<file path="config.mk">
export PLATFORM = sky130hd
export DESIGN_NAME = mmx_pipeline
export DESIGN_NICKNAME = d
export VERILOG_FILES = /design/src/mmx_pkg.sv /design/src/mmx_pipeline.sv
export SDC_FILE = /design/constraint.sdc
export NUM_CORES = 1
export LEC_CHECK = 0
export BUFFER_PORTS_ARGS = -buffer_cell sky130_fd_sc_hd__buf_2
export CAP_MARGIN = 40
export CORE_MARGIN = 2
export CORE_UTILIZATION = 35
export CTS_CLUSTER_SIZE = 24
export DETAILED_ROUTE_END_ITERATION = 10
export GPL_TIMING_DRIVEN = 0
export HOLD_SLACK_MARGIN = 0.12
export PLACE_DENSITY = 0.56
export SYNTH_ARGS = -nofsm -noshare
export SYNTH_HDL_FRONTEND = slang
export SYNTH_SLANG_ARGS = --single-unit
</file>
<file path="constraint.sdc">
create_clock -name aclk -period 8.7 [get_ports aclk]
set_clock_uncertainty 0.2 [all_clocks]
set_input_delay 1.305 -clock aclk [delete_from_list [all_inputs] [get_ports aclk]]
set_output_delay 1.305 -clock aclk [all_outputs]
set_load 0.05 [all_outputs]
</file>
<file path="src/mmx_pkg.sv">
// package for the min-max acquisition pipeline: register map, modes, timing
// assumes a single 125 MHz aclk domain and an AXI4-Lite master
package mmx_pkg;
	localparam int CLK_MHZ = 125;
	localparam int STROBE_NS = 10;
	localparam int STROBE_CYC = (STROBE_NS * CLK_MHZ) / 1000 < 1 ? 1 : (STROBE_NS * CLK_MHZ) / 1000;
	localparam int SAMPLE_MHZ = 20;
	localparam int SAMPLE_DIV = (CLK_MHZ * 10) / (SAMPLE_MHZ * 10);
	localparam int MIN_COMPARE = 4;
	localparam logic [7:0] CODE_TOP = 8'hff;
	localparam logic [7:0] CODE_BOTTOM = 8'h00;
	localparam logic [3:0] OFS_CTRL = 4'h0;
	localparam logic [3:0] OFS_STATUS = 4'h4;
	localparam logic [3:0] OFS_PERIOD = 4'h8;
	localparam logic [3:0] OFS_WORD = 4'hc;
	localparam int CTRL_MODE_LO = 0;
	localparam int CTRL_EXCH = 2;
	localparam int CTRL_TEST_N = 3;
	localparam logic [31:0] CTRL_RESET = 32'h0000_0008;
	localparam logic [15:0] PERIOD_RESET = 16'h0004;
	localparam logic [1:0] RESP_OKAY = 2'h0;
	localparam logic [1:0] RESP_DECERR = 2'h3;
	typedef enum logic [1:0] {
		MODE_SAMPLING = 2'h0,
		MODE_XY = 2'h1,
		MODE_MINMAX = 2'h2
	} mmx_mode_t;
	typedef enum logic [2:0] {
		ST_IDLE = 3'b001,
		ST_INIT = 3'b010,
		ST_TRACK = 3'b100
	} mmx_state_t;
	typedef struct packed {
		logic [15:0] word;
		logic write_grant;
		logic straight_sel;
		logic exchanged_sel;
		logic output_stage_clock;
	} mmx_mem_t;
	typedef struct packed {
		mmx_state_t st;
		logic [3:0] div;
		logic [3:0] sdiv;
		logic [3:0] phase;
		logic [2:0] strobe_cnt;
		logic sample_strobe;
		logic latch_strobe_clock;
		logic odd_phase_clock;
		logic [15:0] pcnt;
		logic [7:0] in_latch;
		logic [7:0] low_reg;
		logic [7:0] high_reg;
		logic last_max;
		logic swap_ff;
		logic [15:0] ncmp;
		mmx_mem_t mem;
		logic [31:0] ctrl;
		logic [15:0] period;
		logic awok;
		logic wok;
		logic [3:0] awaddr;
		logic [31:0] wdata;
		logic bvalid;
		logic [1:0] bresp;
		logic rvalid;
		logic [1:0] rresp;
		logic [31:0] rdata;
		logic [7:0] diag;
	} mmx_state_all_t;
endpackage

</file>
<file path="src/mmx_pipeline.sv">
// min-max acquisition pipeline: input latch, low/high registers, swap stage
// assumes converter bytes synchronous to aclk and an AXI4-Lite master
`timescale 1ns/100ps
module mmx_pipeline (
	// clock and reset
	input wire logic aclk,
	input wire logic aresetn,
	// converter side
	input wire logic [7:0] latch_strobe_clock_byte,
	output logic sample_strobe,
	output logic sample_clock_n,
	// acquisition memory side
	output logic [15:0] mem_word,
	output logic capture_write_grant,
	output logic straight_sel,
	output logic exchanged_sel,
	output logic output_stage_clock,
	// axi4-lite slave
	input wire logic [3:0] s_awaddr,
	input wire logic s_awvalid,
	output logic s_awready,
	input wire logic [31:0] s_wdata,
	input wire logic [3:0] s_wstrb,
	input wire logic s_wvalid,
	output logic s_wready,
	output logic [1:0] s_bresp,
	output logic s_bvalid,
	input wire logic s_bready,
	input wire logic [3:0] s_araddr,
	input wire logic s_arvalid,
	output logic s_arready,
	output logic [31:0] s_rdata,
	output logic [1:0] s_rresp,
	output logic s_rvalid,
	input wire logic s_rready
);
	mmx_pkg::mmx_state_all_t r, next_r;
	logic tick, rise_ls, fall_ls, period_end, pre_end, below_minimum_flag, above_maximum_flag;
	logic [7:0] gbus;
	logic [1:0] mode;
	logic low_register_clock, high_register_clock, even_phase_clock, store_period_clock;

	function automatic logic [31:0] merge(input logic [31:0] old, input logic [31:0] nw, input logic [3:0] be);
		logic [31:0] m;
		m = old;
		for (int i = 0; i < 4; i++) begin
			if (be[i]) begin
				m[i*8 +: 8] = nw[i*8 +: 8];
			end
		end
		return m;
	endfunction

	function automatic logic known(input logic [3:0] a);
		return a == mmx_pkg::OFS_CTRL || a == mmx_pkg::OFS_STATUS || a == mmx_pkg::OFS_PERIOD || a == mmx_pkg::OFS_WORD;
	endfunction

	always_comb begin
		mode = r.ctrl[mmx_pkg::CTRL_MODE_LO +: 2];
		// a tick every half sample period; the strobe half-phases come off it
		// latch strobe toggles twice per sample period so it runs at the sample rate
		tick = r.div == 4'(mmx_pkg::SAMPLE_DIV / 2 - 1);
		rise_ls = tick && !r.latch_strobe_clock;
		fall_ls = tick && r.latch_strobe_clock;
		// test bit low hands the bus to the diagnostic counter
		gbus = r.ctrl[mmx_pkg::CTRL_TEST_N] ? r.in_latch : r.diag;
		below_minimum_flag = gbus < r.low_reg;
		above_maximum_flag = gbus > r.high_reg;
		store_period_clock = r.pcnt == 16'h0000;
		even_phase_clock = !r.odd_phase_clock;
		period_end = rise_ls && r.pcnt == r.period - 16'h0001;
		pre_end = fall_ls && r.pcnt == r.period - 16'h0001;
		low_register_clock = 1'b0;
		high_register_clock = 1'b0;
		// register loads happen on the falling strobe so the compare has settled
		if (fall_ls) begin
			case (mode)
				mmx_pkg::MODE_XY: begin
					low_register_clock = even_phase_clock;
					high_register_clock = r.odd_phase_clock;
				end
				mmx_pkg::MODE_MINMAX: begin
					low_register_clock = r.st == mmx_pkg::ST_INIT || (r.st == mmx_pkg::ST_TRACK && below_minimum_flag);
					high_register_clock = r.st == mmx_pkg::ST_INIT || (r.st == mmx_pkg::ST_TRACK && above_maximum_flag);
				end
				default: begin
					low_register_clock = r.odd_phase_clock;
					high_register_clock = !r.odd_phase_clock;
				end
			endcase
		end
	end

	always_comb begin
		next_r = r;
		next_r.div = tick ? 4'h0 : r.div + 4'h1;
		// sample clock: one low-going edge per period, strobe fires from it
		next_r.sdiv = (r.sdiv == 4'(mmx_pkg::SAMPLE_DIV - 1)) ? 4'h0 : r.sdiv + 4'h1;
		if (r.sdiv == 4'h0) begin
			next_r.strobe_cnt = 3'(mmx_pkg::STROBE_CYC);
		end else if (r.strobe_cnt != 3'h0) begin
			next_r.strobe_cnt = r.strobe_cnt - 3'h1;
		end
		next_r.sample_strobe = next_r.strobe_cnt != 3'h0;
		next_r.mem.output_stage_clock = 1'b0;
		if (tick) begin
			next_r.latch_strobe_clock = !r.latch_strobe_clock;
		end
		if (rise_ls) begin
			next_r.in_latch = latch_strobe_clock_byte;
			next_r.diag = r.diag + 8'h01;
			next_r.odd_phase_clock = !r.odd_phase_clock;
			next_r.pcnt = period_end ? 16'h0000 : r.pcnt + 16'h0001;
			next_r.ncmp = period_end ? 16'h0000 : r.ncmp + 16'h0001;
			next_r.mem.write_grant = 1'b0;
			next_r.mem.straight_sel = 1'b0;
			next_r.mem.exchanged_sel = 1'b0;
			if (r.pcnt == r.period - 16'h0002 || r.period < 16'h0002) begin
				next_r.mem.write_grant = 1'b1;
			end
			case (r.st)
				mmx_pkg::ST_IDLE: begin
					if (mode == mmx_pkg::MODE_MINMAX && even_phase_clock && store_period_clock) begin
						next_r.st = mmx_pkg::ST_INIT;
					end
				end
				mmx_pkg::ST_INIT: next_r.st = mmx_pkg::ST_TRACK;
				mmx_pkg::ST_TRACK: begin
					if (mode != mmx_pkg::MODE_MINMAX) begin
						next_r.st = mmx_pkg::ST_IDLE;
					end else if (period_end) begin
						next_r.st = mmx_pkg::ST_INIT;
					end
				end
				default: next_r.st = mmx_pkg::ST_IDLE;
			endcase
		end
		if (low_register_clock) begin
			next_r.low_reg = gbus;
		end
		if (high_register_clock) begin
			next_r.high_reg = gbus;
		end
		// latch remembers which extreme moved last; init leaves it alone
		if (r.st == mmx_pkg::ST_TRACK && low_register_clock && !high_register_clock) begin
			next_r.last_max = 1'b0;
		end else if (r.st == mmx_pkg::ST_TRACK && high_register_clock && !low_register_clock) begin
			next_r.last_max = 1'b1;
		end
		if (pre_end) begin
			next_r.mem.output_stage_clock = 1'b1;
			next_r.swap_ff = r.ctrl[mmx_pkg::CTRL_EXCH] ? r.last_max : 1'b1;
			next_r.mem.straight_sel = r.ctrl[mmx_pkg::CTRL_EXCH] ? r.last_max : 1'b1;
			next_r.mem.exchanged_sel = r.ctrl[mmx_pkg::CTRL_EXCH] && !r.last_max;
			// exchanged lanes put the later value in the upper byte
			if (r.ctrl[mmx_pkg::CTRL_EXCH] && !r.last_max) begin
				next_r.mem.word = {r.low_reg, r.high_reg};
			end else begin
				next_r.mem.word = {r.high_reg, r.low_reg};
			end
		end
		// axi4-lite write: address and data taken in either order
		if (s_awvalid && !r.awok && !r.bvalid) begin
			next_r.awok = 1'b1;
			next_r.awaddr = s_awaddr;
		end
		if (s_wvalid && !r.wok && !r.bvalid) begin
			next_r.wok = 1'b1;
			next_r.wdata = s_wdata;
		end
		if (r.awok && r.wok) begin
			next_r.awok = 1'b0;
			next_r.wok = 1'b0;
			next_r.bvalid = 1'b1;
			next_r.bresp = known(r.awaddr) ? mmx_pkg::RESP_OKAY : mmx_pkg::RESP_DECERR;
			if (r.awaddr == mmx_pkg::OFS_CTRL) begin
				next_r.ctrl = merge(r.ctrl, r.wdata, 4'hf) & 32'h0000_000f;
			end else if (r.awaddr == mmx_pkg::OFS_PERIOD) begin
				next_r.period = (r.wdata[15:0] < 16'(mmx_pkg::MIN_COMPARE)) ? 16'(mmx_pkg::MIN_COMPARE) : r.wdata[15:0];
			end
		end
		if (r.bvalid && s_bready) begin
			next_r.bvalid = 1'b0;
		end
		if (s_arvalid && !r.rvalid) begin
			next_r.rvalid = 1'b1;
			next_r.rresp = known(s_araddr) ? mmx_pkg::RESP_OKAY : mmx_pkg::RESP_DECERR;
			case (s_araddr)
				mmx_pkg::OFS_CTRL: next_r.rdata = r.ctrl;
				mmx_pkg::OFS_STATUS: next_r.rdata = {11'h000, r.st, r.last_max, r.swap_ff, r.high_reg, r.low_reg};
				mmx_pkg::OFS_PERIOD: next_r.rdata = {16'h0000, r.period};
				mmx_pkg::OFS_WORD: next_r.rdata = {16'h0000, r.mem.word};
				default: next_r.rdata = 32'h0000_0000;
			endcase
		end
		if (r.rvalid && s_rready) begin
			next_r.rvalid = 1'b0;
		end
	end

	always_ff @(posedge aclk) begin
		if (!aresetn) begin
			r <= '0;
			r.st <= mmx_pkg::ST_IDLE;
			r.ctrl <= mmx_pkg::CTRL_RESET;
			r.period <= mmx_pkg::PERIOD_RESET;
			r.swap_ff <= 1'b1;
			r.last_max <= 1'b1;
		end else begin
			r <= next_r;
		end
	end

	assign sample_strobe = r.sample_strobe;
	assign sample_clock_n = r.sdiv >= 4'(mmx_pkg::SAMPLE_DIV / 2);
	assign mem_word = r.mem.word;
	assign capture_write_grant = r.mem.write_grant;
	assign straight_sel = r.mem.straight_sel;
	assign exchanged_sel = r.mem.exchanged_sel;
	assign output_stage_clock = r.mem.output_stage_clock;
	assign s_awready = !r.awok && !r.bvalid;
	assign s_wready = !r.wok && !r.bvalid;
	assign s_bvalid = r.bvalid;
	assign s_bresp = r.bresp;
	assign s_arready = !r.rvalid;
	assign s_rvalid = r.rvalid;
	assign s_rdata = r.rdata;
	assign s_rresp = r.rresp;

	chk_low_flag_load: assert property (@(posedge aclk) disable iff (!aresetn)
		(fall_ls && mode == mmx_pkg::MODE_MINMAX && r.st == mmx_pkg::ST_TRACK && below_minimum_flag)
		|=> r.low_reg == $past(gbus)) else $error("low register missed new minimum");
	chk_high_flag_load: assert property (@(posedge aclk) disable iff (!aresetn)
		(fall_ls && mode == mmx_pkg::MODE_MINMAX && r.st == mmx_pkg::ST_TRACK && above_maximum_flag)
		|=> r.high_reg == $past(gbus)) else $error("high register missed new maximum");
	chk_init_both_load: assert property (@(posedge aclk) disable iff (!aresetn)
		(fall_ls && mode == mmx_pkg::MODE_MINMAX && r.st == mmx_pkg::ST_INIT)
		|=> r.low_reg == r.high_reg) else $error("init did not load both registers");
	chk_no_load_high: assert property (@(posedge aclk) disable iff (!aresetn)
		(!fall_ls && !low_register_clock) |=> $stable(r.low_reg)) else $error("low register loaded with strobe high");
	chk_stage_pulse: assert property (@(posedge aclk) disable iff (!aresetn)
		output_stage_clock |=> !output_stage_clock) else $error("output stage clock longer than one cycle");
	chk_straight_force: assert property (@(posedge aclk) disable iff (!aresetn)
		(pre_end && !r.ctrl[mmx_pkg::CTRL_EXCH]) |=> straight_sel && !exchanged_sel) else $error("exchange used while disabled");
	chk_sel_exclusive: assert property (@(posedge aclk) disable iff (!aresetn)
		!(straight_sel && exchanged_sel)) else $error("both lane selects active");
	chk_grant_before_end: assert property (@(posedge aclk) disable iff (!aresetn)
		(rise_ls && r.pcnt == r.period - 16'h0002 && r.period >= 16'h0002) |=> capture_write_grant)
		else $error("write grant late");
	chk_strobe_width: assert property (@(posedge aclk) disable iff (!aresetn)
		$rose(sample_strobe) |-> sample_strobe [*1] ##1 !sample_strobe) else $error("strobe width wrong");
endmodule

</file>
==> out/results.ini <==
[outcome]
status=complete, no violations

[synthesis]
synthFlopType=dfxtp_1
synth.avg_cell_area_um2=7.99
netlist_area_mm2=0.00847
synthDistinctLibCells=67
ys_seq_area_frac=0.364
ys_seq_elements=154
synthArstFlopShare=0
synth_cells=1060
synth-edff-count=0
yosys_warnings=0

[worst_setup_path]
path_cells=clkbuf_1 > mux2_2 > ha_1 > a21o_1 > a211o_1 > a2111oi_0 > o21ai_1 > clkbuf_1 > a211oi_1
rr_worst_depth=9
cp-startpoint=r[103]$_SDFFE_PN1P_
critPathLaunchType=flip-flop
endpoint_kind=flip-flop
path_class=reg2reg
cp_max_fo=10
critical-path-max-stage-delay_ns=0.54
cp_common_cell=clkbuf_1
worst_ep_arrival_time_ns=4.00
worstPathRequired_ns=8.84
critPathSlowestCell=a2111oi_0
timing.rr.start=r[103]$_SDFFE_PN1P_
rr_endpoint=r[181]$_SDFFE_PN0N_
reg2reg_slack_ns=4.84

[placement]
io_buffers=89
hpwl_um=19000
gp_congestion=0.924

[layout]
final_layout_size_suffix_gt1_frac=0.171
final_cell_mix=174 x nand2_1, 154 x dfxtp_1, 103 x nor2_1
antennaDiodeCount=0
mostFrequentLayoutCell=nand2_1
area_growth_pct=17.8
nets=1268

[floorplanning]
pin_count=122
fp.dieH_um=160
rows=56
core_area_mm2=0.0236
die-area_mm2=0.0255
die_w_um=160
start_util=0.359

[grt]
grt_max_degree=17
grt_pass1_vias=6963
met3_usage=0.0349
met2_usage=0.276
grtUsageTotal=0.193
grt_first_pass_wirelength_um=38900
antenna_found_initial=0
grt_remaining_overflow=0
grt_util_met1=0.288
busiest_layer=met1

[hold_path]
holdCritStartpoint=s_rdata[16]$_SDFFE_PN0P_
hold_end=s_rdata[16]$_SDFFE_PN0P_
hold_path_class=reg2reg
min_delay_path_depth=2

[sta]
hold_slack_ns=0.254
final_max_slew_viol_count=0
finalCriticalPeriod_ns=3.86
worst-slew-pin-transition_ns=0.900
setup_tns_ns=0
max-slew-margin-rel=0.395
final_hold_viol_count=0
setup_viol=0
grt_setup_unrepaired=no
fmax_mhz=259
fin_crit_sh=0.444

[clocking]
htree_num_levels=4
cts_sinks=154
post-cts-setup-buffers=0
cts_buffer_depth=2
hold_buffers=0
cts_tree=yes
cts-resized-gates=0
cts_buffers=17
cts-root-buf=clkbuf_16
insertion_delay_ns=0.43
cts.clk_slew.worst_paths_ns=0.06

[route]
routed_wl_um=24600
drc=0
routed-via-count=7587
drtPass1Iterations=8
first_iter_violations=700
ant_nets=0
routedWlPerCell_um=16.3
via_per_inst=5.02

[job]
drv_cap=0

[pwr]
seqPwrFrac=0.431
powerDensity_mw_per_mm2=174
p_sw_frac=0.270
peakVddDrop_mv=0.135
leakage_uw=0.00405
pwr-share-comb=0.116
p_int_uw=1270
p_clk_frac=0.453
power.switching_uw=470

-- critical path: cells and delay by family, from the launching register on --
| kind | cells | cell delay [ns] |
|---|---|---|
| buffers and inverters | 2 | 0.79 |
| adders and majority gates | 1 | 0.30 |
| DFF | 1 | 0.31 |
| AOI/OAI and AO/OA | 5 | 1.70 |
| muxes | 1 | 0.46 |
-- state kept, by name, indices dropped and copies added (netlist names), 2 cells and up --
name and flops:
r 106, mem_word 16, s_rdata 21, mode 2
-- area by class of cell --
cell class	count	area [µm²]
plain buffers	125	711
clock inverters	12	164
multi-input cells	756	4580
inverters	35	131
flip-flops and latches	154	3080
clock buffers	20	457
well taps	319	399
fillers	2461	13600
repair buffers	90	450
-- through the flow --
step                power, µW  worst slack, ns  area [µm²]  std cells   util
CTS                      1750             4.77        9980       1511  0.423
global placement          963             4.83        9350       1478  0.396
finish                   1740             4.84        9980       1511  0.423
global route             1810             4.60        9980       1511  0.423
floorplan                 905             5.62        8510       1070      -
detailed placement        966             4.78        9360       1479  0.396
-- power by group through the flow --
stage	sequential [µW]	clock, µW	combinational [µW]
finish	750	788	201
global route	753	835	225
CTS	750	800	202
detailed placement	765	0	201
global placement	765	0	198
floorplan	764	0	141
-- how the worst max path moves through the flow --
| stage | to | depth (start not counted) |
|---|---|---|
| global route | r[181]$_SDFFE_PN0N_ | 9 |
| detailed placement | r[181]$_SDFFE_PN0N_ | 9 |
| CTS | r[181]$_SDFFE_PN0N_ | 9 |
| global placement | r[179]$_SDFFE_PN0N_ | 9 |
| finish | r[181]$_SDFFE_PN0N_ | 9 |
| floorplan | r[168]$_SDFFE_PN1P_ | 11 |
-- cell usage after synthesis, drive strengths merged, types with 10 or more instances --
library cell,number,area share
a211oi,10,0.0089
a21oi,79,0.047
a222oi,12,0.014
and3,11,0.0081
buf,66,0.058
clkbuf,59,0.026
dfxtp,154,0.36
ha,30,0.044
inv,35,0.016
mux2,14,0.019
mux2i,39,0.046
nand2,174,0.077
nand2b,11,0.0081
nand3,25,0.015
nand4,13,0.0096
nor2,103,0.046
nor2b,12,0.0089
nor3,27,0.016
nor4,15,0.011
o21ai,29,0.017
xnor2,32,0.034
xor2,23,0.024
-- metal layers --
layer  share of wire  wire length [µm]
met4           0.023               566
met2            0.41             10100
met1            0.50             12300
met5               0                 0
met3           0.064              1580
-- kinds of logic (layout without fill, tap and decap cells) --
logic type,Yosys count,after routing,share of synthesized area
adder cells (fa/ha/maj),30,30,0.0443
AND/OR/NAND/NOR,432,432,0.238
other,1,11,0.000443
AO/OA/AOI/OAI,174,174,0.129
buffers and inverters,160,282,0.0994
multiplexers,53,53,0.0651
flip-flops,154,154,0.364
XOR/XNOR,56,56,0.0604
Note: power is estimated with default switching activity, not from simulation.
